==> src/hw/gpc_defs.vh <==
`ifndef GPC_DEFS_VH
`define GPC_DEFS_VH

// Command codes, most significant byte first on the wire
`define GPC_CMD_START_PERIODIC 16'h21b1
`define GPC_CMD_READ_MEAS 16'hec05
`define GPC_CMD_STOP_PERIODIC 16'h3f86
`define GPC_CMD_SINGLE_SHOT 16'h219d
`define GPC_CMD_SINGLE_RHT 16'h2196

// Clock and time base
`define GPC_CLK_HZ 125000000
`define GPC_TICK_MS 1
`define GPC_CYC_PER_TICK ((`GPC_CLK_HZ / 1000) * `GPC_TICK_MS)

// Times in milliseconds
`define GPC_PERIOD_MS 5000
`define GPC_STOP_BUSY_MS 500
`define GPC_SINGLE_MS 5000
`define GPC_SINGLE_RHT_MS 50
`define GPC_READ_MAX_MS 1

// Checksum defaults
`define GPC_CRC_POLY 8'h07
`define GPC_CRC_INIT 8'h00

// Response layout
`define GPC_RESP_BYTES 9
`define GPC_RESP_BITS 72
`define GPC_PAD_BYTE 8'hff

`endif

==> src/hw/gpc_ms_tick.v <==
`timescale 1ns/100ps
`default_nettype none
`include "gpc_defs.vh"

module gpc_ms_tick #(
   parameter CYCLES = `GPC_CYC_PER_TICK
) (
   // Clock and reset
   input wire clk,
   input wire rstn,
   // Tick out
   output reg tick
);

   reg [31:0] cnt;

   always @(posedge clk) begin
      if (!rstn) begin
         cnt <= 32'h0;
         tick <= 1'b0;
      end else if (cnt >= CYCLES - 1) begin
         cnt <= 32'h0;
         tick <= 1'b1;
      end else begin
         cnt <= cnt + 32'h1;
         tick <= 1'b0;
      end
   end

endmodule // gpc_ms_tick

`default_nettype wire

==> src/hw/gpc_crc8.v <==
`timescale 1ns/100ps
`default_nettype none
`include "gpc_defs.vh"

module gpc_crc8 #(
   parameter [7:0] POLY = `GPC_CRC_POLY,
   parameter [7:0] INIT = `GPC_CRC_INIT
) (
   // Word in
   input wire [15:0] word,
   // Checksum out
   output reg [7:0] crc
);

   integer i;

   // Bitwise checksum, most significant bit first
   always @* begin
      crc = INIT;
      for (i = 15; i >= 0; i = i - 1) begin
         if (crc[7] ^ word[i])
            crc = {crc[6:0], 1'b0} ^ POLY;
         else
            crc = {crc[6:0], 1'b0};
      end
   end

endmodule // gpc_crc8

`default_nettype wire

==> src/hw/gpc_cmd_if.v <==
// What this block does
// - Code 21b1 starts periodic mode; buffer refreshed every 5 s; no response.
// - Code ec05 offers nine bytes: gas, temperature, humidity words within 1 ms.
// - Reading the results empties the buffer; one fetch per interval.
// - Result read with empty buffer is answered with NACK.
// - Host may end read with NACK and STOP after any byte; device stops.
// - First word is gas concentration in ppm, unscaled.
// - Second word: temperature = -45 + 175 * word / 2^16 degrees.
// - Third word: humidity = 100 * word / 2^16 percent.
// - Code 3f86 leaves periodic mode; commands ignored for 500 ms.
// - Single-shot variant takes 219d (5000 ms) and 2196 (50 ms).
`timescale 1ns/100ps
`default_nettype none
`include "gpc_defs.vh"

module gpc_cmd_if #(
   parameter CYC_PER_TICK = `GPC_CYC_PER_TICK,
   parameter PERIOD_MS = `GPC_PERIOD_MS,
   parameter STOP_BUSY_MS = `GPC_STOP_BUSY_MS,
   parameter SINGLE_MS = `GPC_SINGLE_MS,
   parameter SINGLE_RHT_MS = `GPC_SINGLE_RHT_MS,
   parameter SINGLE_SHOT_EN = 1,
   parameter [7:0] CRC_POLY = `GPC_CRC_POLY,
   parameter [7:0] CRC_INIT = `GPC_CRC_INIT
) (
   // Clock and reset
   input wire clk,
   input wire rstn,
   // Write phase from the bus target
   input wire wr_start,
   output wire wr_ack,
   input wire rx_valid,
   input wire [7:0] rx_data,
   // Read phase from the bus target
   input wire rd_start,
   output wire rd_ack,
   input wire tx_req,
   output reg tx_valid,
   output reg [7:0] tx_data,
   input wire mst_nack,
   input wire bus_stop,
   // Measurement core
   output reg meas_req,
   output reg meas_rht_only,
   input wire meas_valid,
   input wire [15:0] meas_co2,
   input wire [15:0] meas_temp,
   input wire [15:0] meas_rh,
   // Status
   output wire periodic_on,
   output wire data_ready,
   output wire busy
);

   localparam [3:0] ST_IDLE = 4'h1;
   localparam [3:0] ST_PERIODIC = 4'h2;
   localparam [3:0] ST_STOPPING = 4'h4;
   localparam [3:0] ST_SINGLE = 4'h8;

   reg [3:0] state;
   reg [15:0] ms_cnt;
   reg [7:0] cmd_hi;
   reg byte_idx;
   reg in_write;
   reg rd_armed;
   reg rd_active;
   reg buf_valid;
   reg [15:0] buf_co2;
   reg [15:0] buf_temp;
   reg [15:0] buf_rh;
   reg [`GPC_RESP_BITS-1:0] resp;

   wire ms_tick;
   wire [15:0] cmd_code;
   wire cmd_done;
   wire [47:0] buf_words;
   wire [23:0] buf_crcs;

   gpc_ms_tick #(
      .CYCLES(CYC_PER_TICK)
   ) u_tick (
      .clk(clk),
      .rstn(rstn),
      .tick(ms_tick)
   );

   // One checksum per buffered word
   assign buf_words = {buf_co2, buf_temp, buf_rh};

   genvar g;
   generate
      for (g = 0; g < 3; g = g + 1) begin : g_crc
         gpc_crc8 #(
            .POLY(CRC_POLY),
            .INIT(CRC_INIT)
         ) u_crc (
            .word(buf_words[g*16 +: 16]),
            .crc(buf_crcs[g*8 +: 8])
         );
      end
   endgenerate

   // Status and handshake
   assign busy = (state == ST_STOPPING) || (state == ST_SINGLE);
   assign wr_ack = !busy;
   assign rd_ack = rd_armed && buf_valid && !busy;
   assign periodic_on = (state == ST_PERIODIC);
   assign data_ready = buf_valid;

   // Second command byte completes the code
   assign cmd_code = {cmd_hi, rx_data};
   assign cmd_done = rx_valid && in_write && byte_idx && !busy;

   // Command assembly
   always @(posedge clk) begin
      if (!rstn) begin
         cmd_hi <= 8'h00;
         byte_idx <= 1'b0;
         in_write <= 1'b0;
      end else if (wr_start) begin
         byte_idx <= 1'b0;
         in_write <= !busy;
      end else if (bus_stop || rd_start) begin
         in_write <= 1'b0;
      end else if (rx_valid && in_write) begin
         if (!byte_idx) begin
            cmd_hi <= rx_data;
            byte_idx <= 1'b1;
         end else begin
            in_write <= 1'b0;
         end
      end
   end

   // Mode machine and millisecond timer
   always @(posedge clk) begin
      if (!rstn) begin
         state <= ST_IDLE;
         ms_cnt <= 16'h0;
         meas_req <= 1'b0;
         meas_rht_only <= 1'b0;
      end else begin
         meas_req <= 1'b0;
         case (state)
            ST_IDLE: begin
               if (cmd_done) begin
                  if (cmd_code == `GPC_CMD_START_PERIODIC) begin
                     state <= ST_PERIODIC;
                     ms_cnt <= PERIOD_MS[15:0];
                  end else if (cmd_code == `GPC_CMD_STOP_PERIODIC) begin
                     state <= ST_STOPPING;
                     ms_cnt <= STOP_BUSY_MS[15:0] + 16'h1;
                  end else if (SINGLE_SHOT_EN != 0 &&
                               cmd_code == `GPC_CMD_SINGLE_SHOT) begin
                     state <= ST_SINGLE;
                     ms_cnt <= SINGLE_MS[15:0];
                     meas_req <= 1'b1;
                     meas_rht_only <= 1'b0;
                  end else if (SINGLE_SHOT_EN != 0 &&
                               cmd_code == `GPC_CMD_SINGLE_RHT) begin
                     state <= ST_SINGLE;
                     ms_cnt <= SINGLE_RHT_MS[15:0];
                     meas_req <= 1'b1;
                     meas_rht_only <= 1'b1;
                  end
               end
            end
            ST_PERIODIC: begin
               // Codes outside the allowed set are dropped here
               if (cmd_done && cmd_code == `GPC_CMD_STOP_PERIODIC) begin
                  state <= ST_STOPPING;
                  ms_cnt <= STOP_BUSY_MS[15:0] + 16'h1;
               end else if (ms_tick) begin
                  if (ms_cnt <= 16'h1) begin
                     ms_cnt <= PERIOD_MS[15:0];
                     meas_req <= 1'b1;
                     meas_rht_only <= 1'b0;
                  end else begin
                     ms_cnt <= ms_cnt - 16'h1;
                  end
               end
            end
            ST_STOPPING, ST_SINGLE: begin
               if (ms_tick) begin
                  if (ms_cnt <= 16'h1) begin
                     state <= ST_IDLE;
                     ms_cnt <= 16'h0;
                  end else begin
                     ms_cnt <= ms_cnt - 16'h1;
                  end
               end
            end
            default: begin
               state <= ST_IDLE;
               ms_cnt <= 16'h0;
            end
         endcase
      end
   end

   // Result buffer
   always @(posedge clk) begin
      if (!rstn) begin
         buf_valid <= 1'b0;
         buf_co2 <= 16'h0;
         buf_temp <= 16'h0;
         buf_rh <= 16'h0;
      end else begin
         if (rd_start && rd_ack)
            buf_valid <= 1'b0;
         // New data wins over a same-cycle read-out clear
         if (meas_valid) begin
            buf_valid <= 1'b1;
            buf_co2 <= meas_co2;
            buf_temp <= meas_temp;
            buf_rh <= meas_rh;
         end
      end
   end

   // Read sequence
   always @(posedge clk) begin
      if (!rstn) begin
         rd_armed <= 1'b0;
         rd_active <= 1'b0;
         resp <= {`GPC_RESP_BITS{1'b0}};
         tx_valid <= 1'b0;
         tx_data <= 8'h00;
      end else begin
         tx_valid <= 1'b0;
         if (cmd_done) begin
            rd_armed <= (cmd_code == `GPC_CMD_READ_MEAS);
         end else if (wr_start) begin
            rd_armed <= 1'b0;
         end
         if (rd_start) begin
            rd_armed <= 1'b0;
            rd_active <= rd_ack;
            if (rd_ack)
               resp <= {buf_co2, buf_crcs[23:16],
                        buf_temp, buf_crcs[15:8],
                        buf_rh, buf_crcs[7:0]};
         end else if (mst_nack || bus_stop) begin
            rd_active <= 1'b0;
         end else if (tx_req && rd_active) begin
            tx_data <= resp[`GPC_RESP_BITS-1 -: 8];
            tx_valid <= 1'b1;
            resp <= {resp[`GPC_RESP_BITS-9:0], `GPC_PAD_BYTE};
         end
      end
   end

endmodule // gpc_cmd_if

`default_nettype wire

==> config.mk <==
export PLATFORM = sky130hd
export DESIGN_NAME = gpc_cmd_if
export DESIGN_NICKNAME = d
export VERILOG_FILES = /design/src/hw/gpc_ms_tick.v /design/src/hw/gpc_crc8.v /design/src/hw/gpc_cmd_if.v
export VERILOG_INCLUDE_DIRS = /design/src /design/src/hw
export SDC_FILE = /design/constraint.sdc
export NUM_CORES = 1
export LEC_CHECK = 0
export ABC_AREA = 1
export BUFFER_PORTS_ARGS = -buffer_cell sky130_fd_sc_hd__buf_2
export CAP_MARGIN = 20
export CORE_MARGIN = 2
export CORE_UTILIZATION = 55
export CTS_BUF_LIST = sky130_fd_sc_hd__clkbuf_8
export DETAILED_ROUTE_END_ITERATION = 6
export PLACE_DENSITY = 0.72
export SYNTH_ARGS = -nofsm -noshare
export SYNTH_HDL_FRONTEND = slang
export SYNTH_SLANG_ARGS = --single-unit
==> constraint.sdc <==
create_clock -name clk -period 4.8 [get_ports clk]
set_input_delay 0.96 -clock clk [delete_from_list [all_inputs] [get_ports clk]]
set_output_delay 0.96 -clock clk [all_outputs]
set_load 0.02 [all_outputs]
Yosys cells after proc, flatten, opt, wreduce, memory -nomap -nowiden
Index checks and enable logic that the tools add are counted.

storage, ports and cells
  output and inout port bits = 16
  logic and storage cells = 275
  register bits = 197
  input bits = 65

operators by class
  reductions and logical operators = 32
  $lt $le $gt $ge = 2
  add/subtract/negate cells = 2
  equal/unequal tests = 23
  muxes and demuxes = 102
  bitwise gates (word level) = 96

operators with widths
  kind                                                                               number
  72-bit two-way mux                                                                 4
  16-bit two-way mux                                                                 10
  3-bit two-way mux                                                                  48
  3-bit NOT                                                                          45
  16-bit by 14-bit equality test with 1-bit output, second input constant            4
  16-bit case mux with 3 select lines                                                1
  32-bit by 1-bit adder with 32-bit output, second input constant                    1
  32-bit by 17-bit >= comparator with 1-bit output, second input constant            1
  4-bit two-way mux                                                                  8
  1-bit XOR                                                                          30
  1-bit two-way mux                                                                  28
  16-bit equality test, second input constant                                        1
  16-bit by 1-bit less-or-equal comparator with 1-bit output, second input constant  1
  16-bit by 1-bit subtractor with 16-bit output, second input constant               1
  1-bit XOR, first input constant                                                    15
  2-bit inequality test, second input constant                                       6
  4-bit case mux with 3 select lines                                                 1
  2-bit by 1-bit inequality test with 1-bit output, second input constant            5
  2-bit nonzero test                                                                 5
  1-bit logical AND                                                                  8
  4-bit AND reduction                                                                2
  8-bit AND reduction                                                                1
  2-bit OR reduction                                                                 4
  1-bit NOT                                                                          6
  15 further kinds                                                                   21

Depth between registers and ports, before layout
Gate-level depths: netlist of the first run.

  word-level depth = 33
  depth in mapped cells = 15
  mapped depth without buffers = 14

By module
A second synthesis of the first run with hierarchy kept.

unflattened totals
  cell total of the unflattened synthesis = 1545
  area, all modules = 10402.5 µm²

modules (own cells, without submodules)
  module       cells each  area an instance (µm²)  seq. area each (µm²)  times used
  gpc_cmd_if   1061        7385.8                  3283.1                1
  gpc_crc8     107         564.3                   0.0                   3
  gpc_ms_tick  163         1323.8                  660.6                 1

Least setup slack after synthesis of the first run
Ideal clock, no wire load.

  kind = input-to-reg
  start = input rx_data[3]
  end = register ms_cnt[13]
  setup time = 0.116 ns
  arrival = 2.102 ns
  path buffers = 1
  required time = 4.684 ns
  stages = 11
  setup slack = 2.582 ns
  path through = inv_2 -> nand2_1 -> nor3_2 -> nand2_1 -> nor2_1 -> nor2_2 -> nand2_4 -> nand3_4 -> buf_4 -> a21oi_1 -> nor2_1

on the way
  word-level cells in the longest chain between the ends = 6
  elaborated cells between the ends (all ways) = 14
  classes of those cells = eq/ne: 6; mux: 6; reduce/logical: 2

ends and longest elaborated chain
  element                                                            RTL line          RTL
  from (decl)                                                        gpc_cmd_if.v:33   input wire [7:0] rx_data,
  16-bit by 14-bit equality test with 1-bit output (no source line)  -
  16-bit two-way mux                                                 gpc_cmd_if.v:153  end else if (SINGLE_SHOT_EN != 0 &&
  16-bit two-way mux                                                 gpc_cmd_if.v:150  end else if (cmd_code == `GPC_CMD_STOP_PERIODIC) begin
  16-bit two-way mux                                                 gpc_cmd_if.v:147  if (cmd_code == `GPC_CMD_START_PERIODIC) begin
  16-bit two-way mux                                                 gpc_cmd_if.v:146  if (cmd_done) begin
  16-bit case mux with 3 select lines                                gpc_cmd_if.v:144  case (state)
  to (signal assigned)                                               gpc_cmd_if.v:149  ms_cnt <= PERIOD_MS[15:0];
  to (signal assigned)                                               gpc_cmd_if.v:152  ms_cnt <= STOP_BUSY_MS[15:0] + 16'h1;
  to (signal assigned)                                               gpc_cmd_if.v:156  ms_cnt <= SINGLE_MS[15:0];
  to (decl)                                                          gpc_cmd_if.v:61   reg [15:0] ms_cnt;

Parallel ways exist; a longest one is shown, timed or not. The select of a mux whose other input is x is not followed.
A chain may end at the register's enable or synchronous reset.

Final worst setup path of the first run
  start = register state[3]
  end = output periodic_on

on the way
  word-level cells in the longest chain between the ends = 1

ends and longest elaborated chain
  element                                         RTL line          RTL
  from (decl)                                     gpc_cmd_if.v:60   reg [3:0] state;
  from (signal assigned)                          gpc_cmd_if.v:138  state <= ST_IDLE;
  from (signal assigned)                          gpc_cmd_if.v:148  state <= ST_PERIODIC;
  from (signal assigned)                          gpc_cmd_if.v:151  state <= ST_STOPPING;
  4-bit by 2-bit equality test with 1-bit output  gpc_cmd_if.v:107  assign periodic_on = (state == ST_PERIODIC);
  to (decl)                                       gpc_cmd_if.v:50   output wire periodic_on,

Every way passes these cells.

==> out/metrics.cfg, run 1 <==
[run_status]
status=finished clean

[sta]
worst_clock_skew_ns=0.00929
timing.fmax_mhz=377
fin_crit_sh_pct=55.2
hold_viol=0
worst_slew_pin_slew_ns=1.05
slew-limit-headroom_pct=29.6
drv_slew=0
grt_setup_unrepaired=no
setup_tns_ns=0
fin_crit_ns=2.65
finalSetupViolCount=0

[route]
viasPerCell=5.35
post-route-drc-count=0
dr_total_vias=9219
drt_wl_total_mm=23.1
ant_nets=0
drt_iter0_drc=738
wl_per_cell_um=13.4
dr.pass1.iters=5

[synthesis]
synth_most_common_cell=nand2_1
synth_top_cells_by_count=nand2_1, dfxtp_1, o21ai_0, nand3_1, nor2_1
ys_seq_area_share_pct=40.1
async_flop_share_pct=0
synth_top_area_cell=dfxtp_1
ys_seq_elements=197
synth_edf_count=0
yosysWarnings=0
synth_area_um2=9830
yosysTopAreaCellShare_pct=40.1
syn_avg_cell_area_um2=6.86
netlist_instances=1433
ys.flop_type=dfxtp_1
synth.area.top_cells=dfxtp_1, nand2_1, o21ai_0, nand3_1, nor2_1
yosysUniqueCellTypes=50

[die]
die_area_um2=19000
std_cell_rows=48
fp.dieW_um=138
core_um2=17400
ios=81
fp.dieH_um=138
start_util_pct=56.5

[power]
leakage_nw=4.79
power.total_mw=3.44
ir_worst_vdd_mv=0.227
p_sw_share_pct=28.6
p_clk_share_pct=35.1
power_density_nw_per_um2=318
power.internal_mw=2.45
seqPwrFrac_pct=50.0
power_switching_uw=982
pwr-share-comb_pct=15.0

[setup_path]
crit_path_end_kind=primary output
critPathMaxFanout=9
critPathKind=reg -> out
timing.rr.start=state[3]
crit_path_start_kind=flip-flop
crit_start=state[3]
cp.required_ns=3.84
crit_arrival_ns=1.69

[clock_tree]
htree_levels=4
cts_root_buf=clkbuf_8
insertion_delay_ns=0.47
cts_setup_buffers=0
cts_tree=done
clk_pin_slew_ns=0.10
clk_path_buf_depth=2
cts.sinks=197
postCtsResizedCells=0
numCtsBuffers=17
cts-hold-fix-buffers=0

[final_layout]
diodes=0
syn_to_final_growth_pct=9.73
nets=1552
drive_above_1_share_pct=11.6
fill_cells=1681

[grt]
grt_max_degree=99
antenna_found_initial=0
grt_usage_pct=25.2
grt_pass1_vias=8210
grt_pass1_wl_mm=38.6
grt_overflow=0

[worst_hold_path]
hp-class=reg -> reg
worstHoldStart=tx_data[0]

[placement]
hpwl_mm=16.0
place_congestion=0.859
io_buffer_count=80

[run]
max_cap_viol_count=0

worst paths after layout:
check / depth (start not counted) / slack, ns / to
worst min-delay path: 2 / 0.45 / tx_data[0]
worst max register to register: 11 / 2.23 / resp[26]
worst max-delay path: 4 / 2.15 / periodic_on
worst min register to register: 2 / 0.45 / tx_data[0]
power groups by stage:
stage	registers, mW	clock network (mW)	logic (mW)
floorplan	1.73	0	0.401
global placement	1.75	0	0.497
detailed placement	1.75	0	0.507
CTS	1.72	1.24	0.510
global route	1.72	1.30	0.593
finish	1.72	1.20	0.514
worst max-delay path, stage by stage (launching register included):
cell     delay [ns]
dfxtp_1        0.34
inv_2          0.07
nand2_2        0.08
nor3_2         0.46
buf_2          0.27
metrics by stage:
stage / std cells / utilization, % / instance area (µm²) / setup WS (ns) / hold WS, ns
6_report: 1722 / 62.0 / 10800 / 2.15 / 0.454
3_5_place_dp: 1690 / 59.3 / 10300 / 1.82 / 0.439
5_1_grt: 1722 / 62.0 / 10800 / 1.94 / 0.478
2_1_floorplan: 1447 / - / 9890 / 2.58 / 0.418
3_3_place_gp: 1690 / 59.3 / 10300 / 1.86 / 0.433
4_1_cts: 1722 / 62.0 / 10800 / 2.12 / 0.454
cell type report:
class / instances / area [µm²] / share of cell area [%]
timing repair buffer: 87 / 455 / 4.22
clock buffer: 19 / 262 / 2.42
inverter: 118 / 444 / 4.12
sequential: 197 / 3940 / 36.5
clock inverter: 13 / 194 / 1.80
tap: 225 / 282 / 2.61
multi-input combinational: 1063 / 5210 / 48.3
flip-flops by register name (all words and copies together) (netlist names):
| name | cells |
|---|---|
| u_tick.cnt | 32 |
| resp | 72 |
| tx_data | 8 |
| cmd_hi | 8 |
| buf_rh | 16 |
| tx_valid | 1 |
| byte_idx | 1 |
| rd_active | 1 |
| buf_temp | 16 |
| u_tick.tick | 1 |
| meas_req | 1 |
| state | 4 |
| data_ready | 1 |
| buf_co2 | 16 |
| rd_armed | 1 |
| ms_cnt | 16 |
| meas_rht_only | 1 |
| in_write | 1 |
placed cells by master (no fill, tap or decap), types with 3 or more instances in the layout:
master	count
nor4_1	7
inv_1	104
a31oi_1	50
o21ai_0	146
inv_2	12
conb_1	15
clkinvlp_4	3
buf_2	79
o211ai_1	4
nor2_2	4
nor2_1	113
bufinv_16	4
xnor2_1	31
inv_6	3
nand2_2	13
nand2_1	385
buf_4	8
a21oi_2	10
clkbuf_8	19
nor3_1	19
nand4_1	14
dfxtp_1	197
a21oi_1	76
xor2_1	31
nand3_1	113
ha_1	3
cell families (layout without fill, tap and decap cells):
logic type | after synthesis | count (layout) | share of synthesized area [%]
flops | 197 | 197 | 40.1
xor+xnor | 62 | 62 | 5.52
simple gates | 688 | 688 | 30.0
fa+ha+maj | 3 | 3 | 0.382
compound gates | 295 | 295 | 16.4
buf+inv | 187 | 237 | 7.49
other cells | 1 | 15 | 0.0381
metal layers:
layer | vias to the layer above | track usage (%) | share of wire (%)
li1 | 4794 | - | -
met1 | 4111 | 37.1 | 51
met2 | 296 | 37.7 | 41
met3 | 18 | 5.37 | 7.0
met4 | 0 | 6.18 | 1.0
met5 | - | 0 | 0
No activity file was read; power rests on OpenSTA's default activity.
==> inputs of run 2 (changes only) <==
==> constraint.sdc (replaced) <==
create_clock -name clk -period 2.57 [get_ports clk]
set_input_delay 0.514 -clock clk [delete_from_list [all_inputs] [get_ports clk]]
set_output_delay 0.514 -clock clk [all_outputs]
set_load 0.02 [all_outputs]
==> out/metrics.cfg, run 2 (synthesis results as in run 1) <==
[power]
power_density_nw_per_um2=569
ir_worst_vdd_mv=0.369
power.total_mw=6.17
leakage_nw=4.81

[worst_hold_path]
worstHoldStart=meas_temp[13]
hp-class=in -> reg
min_path_cells=3

[setup_path]
crit_path_end_kind=primary output
cp.required_ns=2.06
crit_start=state[3]
crit_arrival_ns=1.66
critPathKind=reg -> out
rr_worst_depth=10
crit_chain=inv_2, nand2_2, nor3_2, buf_4, buf_2
slowest_stage=dfxtp_1
critPathMaxStageDelay_ns=0.34
crit_path_start_kind=flip-flop
critPathMaxFanout=6
timing.rr.start=ms_cnt[0]

[clock_tree]
cts_setup_buffers=0
htree_levels=4
cts-hold-fix-buffers=0
cts_root_buf=clkbuf_8
insertion_delay_ns=0.47
clk_pin_slew_ns=0.11
clk_path_buf_depth=2
numCtsBuffers=17
cts_tree=done
cts.sinks=197
postCtsResizedCells=0

[grt]
grt_pass1_wl_mm=38.7
grt_overflow=0
use_met3_pct=4.93
antenna_found_initial=0
busiest_layer=met2
grt_pass1_vias=8314
use_met1_pct=37.1
met2_usage_pct=37.5
grt_max_degree=128
grt_usage_pct=25.3

[sta]
finalSetupViolCount=0
worst_slew_pin_slew_ns=0.645
worst_clock_skew_ns=0.0148
fin_crit_ns=2.18
fin_crit_sh_pct=84.7
grt_setup_unrepaired=no
hold_viol=0
timing.fmax_mhz=459
drv_slew=0
setup_tns_ns=0
slew-limit-headroom_pct=57.0

[route]
post-route-drc-count=0
dr_total_vias=9192
dr.pass1.iters=7
drt_iter0_drc=690
ant_nets=0
wl_per_cell_um=13.1
drt_wl_total_mm=22.7
viasPerCell=5.31

[die]
std_cell_rows=48
ios=81
start_util_pct=56.5
core_um2=17400
fp.dieW_um=138
die_area_um2=19000
fp.dieH_um=138

[final_layout]
largest_register=resp
drive_above_1_share_pct=12.0
final_cells=1730
largest_reg_flops=72
final_common_cell=nand2_1
syn_to_final_growth_pct=10.2
reg_top3=resp (72), u_tick.cnt (32)
final_cell_mix=nand2_1, dfxtp_1, o21ai_0
nets=1559

[run_status]
status=finished clean

[placement]
io_buffer_count=80
dp_cells=1697
place_congestion=0.912
hpwl_mm=16.2

[run]
max_cap_viol_count=0

==> run 2: cell types whose count changed in the layout (fill, tap and decap cells not counted), sizes merged <==
cell / previous run / this run
buf: 87 / 94
bufinv: 4 / 1
clkinv: 4 / 7
diode: 0 / 1
==> run 2: worst paths after layout <==
kind	endpoint	slack (ns)
worst max-delay path	periodic_on	0.39
worst min-delay path	buf_temp[13]	0.25
worst max register to register	state[2]	0.51
worst min register to register	u_tick.cnt[0]	0.45
==> run 2: per-stage QoR <==
| step | worst slack, ns | cell area (µm²) | util [%] | hold WS (ns) |
|---|---|---|---|---|
| after floorplan | 0.768 | 9890 | - | 0.418 |
| after global placement | 0.467 | 10400 | 59.9 | 0.431 |
| after detailed placement | 0.445 | 10400 | 59.9 | 0.438 |
| after CTS | 0.388 | 10800 | 62.2 | 0.229 |
| after global routing | 0.282 | 10800 | 62.2 | 0.236 |
| final | 0.393 | 10800 | 62.2 | 0.251 |
==> run 2: worst max-delay path: cells and delay by family, from the launching register on <==
family	cells	cell delay, ns
buf+inv	3	0.45
simple gates	2	0.39
flops	1	0.34
==> run 2: final cells by class <==
cell class / count / area [µm²]
antenna: 1 / 2.50
clock buffer: 19 / 262
clock inverter: 13 / 144
fill: 1606 / 6580
inverter: 118 / 444
multi-input combinational: 1063 / 5210
sequential: 197 / 3940
tap: 225 / 282
timing repair buffer: 94 / 546
==> run 2: report_power, final <==
group          leakage [nW]  internal, mW  switching (mW)
sequential             1.61          3.12          0.0837
clock                 0.196         0.851            1.15
combinational          3.01         0.343           0.618
==> run 2: metal layers <==
layer / routed length [µm] / vias to the layer above
met5: 0 / -
met3: 1500 / 32
li1: - / 4817
met2: 9360 / 263
met4: 368 / 0
met1: 11500 / 4080
==> inputs of run 3 (changes only) <==
--- a/config.mk
+++ b/config.mk
@@ -6,7 +6,7 @@
 export SDC_FILE = /design/constraint.sdc
 export NUM_CORES = 1
 export LEC_CHECK = 0
-export ABC_AREA = 1
+export ABC_AREA = 0
 export BUFFER_PORTS_ARGS = -buffer_cell sky130_fd_sc_hd__buf_2
 export CAP_MARGIN = 20
 export CORE_MARGIN = 2
==> constraint.sdc (replaced) <==
create_clock -name clk -period 2.2 [get_ports clk]
set_input_delay 0.44 -clock clk [delete_from_list [all_inputs] [get_ports clk]]
set_output_delay 0.44 -clock clk [all_outputs]
set_load 0.02 [all_outputs]
==> out/metrics.cfg, run 3 <==
[route]
post-route-drc-count=0
route.met3.wl_um=751
ant_nets=0
route.layer.met1.wl_mm=9.56
dr_total_vias=7440
topRoutingLayerUsed=met4
wl_per_cell_um=15.4
viasPerCell=5.49
drt_iter0_drc=368
dr.pass1.iters=5
drt_wl_total_mm=20.9
dr_wl_met2_mm=10.2

[final_layout]
final_cell_mix=dfxtp_1, nor2_1, mux2i_1
largest_register=resp
reg_top3=resp (72), u_tick.cnt (32)
syn_to_final_growth_pct=19.3
final_common_cell=dfxtp_1
nets=1192
drive_above_1_share_pct=21.4
largest_reg_flops=72
fin_util_pct=66.7

[clock_tree]
cts-hold-fix-buffers=0
cts.sinks=197
cts_tree=done
numCtsBuffers=17
cts_root_buf=clkbuf_8
insertion_delay_ns=0.48
clk_path_buf_depth=2
clk_pin_slew_ns=0.09
htree_levels=4

[setup_path]
cp_num_buf_inv=2
r2r_end=ms_cnt[7]
path_delay_family=simple AND/OR/NAND/NOR gates
crit_chain=xnor2_2, or3_4, buf_6, and3_4, buf_6
crit_arrival_ns=1.76
critPathMaxStageDelay_ns=0.37
timing.rr.start=cmd_hi[2]
r2r_setup_slack_ns=0.01
critPathMaxFanout=3
crit_top_cell=buf_6
crit_path_start_kind=flip-flop
crit_path_end_kind=primary output
cp.required_ns=1.76
critPathKind=reg -> out
slowest_stage=dfxtp_4
rr_worst_depth=7

[die]
start_util_pct=55.9
core_um2=16500
ios=81
std_cell_rows=47
die_area_um2=17800
fp.dieW_um=133
fp.dieH_um=133

[placement]
io_buffer_count=80
hpwl_mm=14.9
place_ws_ns=-0.327
place_congestion=0.895

[synthesis]
yosysTopAreaCellShare_pct=42.9
synth.area.top_cells=dfxtp_1, mux2i_1, xnor2_1, nor2_1, a211oi_1
synth_edf_count=0
yosysWarnings=0
ys_seq_elements=197
syn_avg_cell_area_um2=9.39
synth_top_cells_by_count=dfxtp_1, nor2_1, mux2i_1, xnor2_1, nand2_1
async_flop_share_pct=0
ys.flop_type=dfxtp_1
yosysUniqueCellTypes=71
synth_top_area_cell=dfxtp_1
ys_seq_area_share_pct=42.9
synth_most_common_cell=dfxtp_1
synth_area_um2=9200
netlist_instances=980

[sta]
setup_ws_ns=0.00155
timing.fmax_mhz=455
fin_crit_ns=2.20
grt_setup_unrepaired=yes
worst_clock_skew_ns=0.0185
worst_slew_pin_slew_ns=0.871
drv_slew=0
fin_crit_sh_pct=99.9
slew-limit-headroom_pct=42.0
finalSetupViolCount=0
hold_viol=0

[run_status]
status=finished clean

[worst_hold_path]
min_path_cells=2
hp-class=in -> reg
holdPathEnd=byte_idx
worstHoldStart=wr_start

[run]
max_cap_viol_count=0

[grt]
grt_max_degree=59
antenna_found_initial=3
grt_pass1_wl_mm=34.1
grt_pass1_vias=7003
grt_usage_pct=23.7
grt_overflow=0

[power]
leakage_nw=4.51
power_density_nw_per_um2=752
ir_worst_vdd_mv=0.472

[run 3: cell type report]
cell class,instances,area (µm²)
inverters,10,40.0
flip-flops and latches,197,3950
diodes,3,7.51
clock buffers,21,289
repair buffers,170,1170
clock inverters,7,72.6
well taps,220,275
fillers,1386,5490
multi-input cells,728,5170
[run 3: per-stage QoR]
| step | area (µm²) | cells | hold slack, ns | power [mW] | TNS (ns) |
|---|---|---|---|---|---|
| finish | 11000 | 1356 | 0.182 | 8.26 | 0 |
| CTS | 10800 | 1350 | 0.158 | 8.19 | -0.0562 |
| global placement | 10400 | 1316 | 0.438 | 5.93 | -2.46 |
| floorplan | 9260 | 994 | 0.430 | 5.32 | 0 |
| global route | 11000 | 1356 | 0.154 | 8.67 | -0.306 |
| detailed placement | 10400 | 1316 | 0.446 | 5.94 | -3.88 |
[run 3: metal layers]
metal | GRT usage (%) | vias up
li1 | - | 3746
met4 | 8.98 | 0
met2 | 39.7 | 159
met5 | 0 | -
met1 | 30.3 | 3502
met3 | 4.64 | 33
[run 3: where the power goes]
group	leakage (nW)	internal (mW)	switching [mW]	total (mW)
clock network	0.182	0.996	1.24	2.23
logic	2.73	1.06	1.15	2.21
registers	1.61	3.68	0.129	3.81
total	4.51	5.74	2.52	8.26
[run 3: repair_timing]
item                                    CTS  global route
resized for setup                        16            22
endpoints found under the setup margin   14            24
setup buffers                             7             2
pin swaps                                 2             8
gates cloned                              0             1
[run 3: kinds of logic after synthesis]
family | synth area share [%]
buf+inv | 3.09
simple gates | 16.2
fa+ha+maj | 0.408
other cells | 0.0408
flops | 42.9
mux | 12.2
xor+xnor | 12.2
compound gates | 13.0
[run 3: worst max path at each step]
stage | end | slack (ns) | from | cells past startpoint
6_report | rd_ack | 0.002 | state[2] | 5
4_1_cts | rd_ack | -0.05 | state[3] | 5
3_5_place_dp | ms_cnt[7] | -0.33 | rx_data[4] | 8
2_1_floorplan | ms_cnt[4] | 0.009 | rx_data[4] | 7
3_3_place_gp | ms_cnt[2] | -0.22 | rx_data[4] | 8
5_1_grt | rd_ack | -0.05 | state[3] | 5
[run 3: worst reg2reg max path, delay by kind of cell, from the launching register on]
kind                   cells  cell delay (ns)
AND/OR/NAND/NOR            4             1.17
buffers and inverters      1             0.14
flip-flops                 1             0.34
AO/OA/AOI/OAI              2             0.49
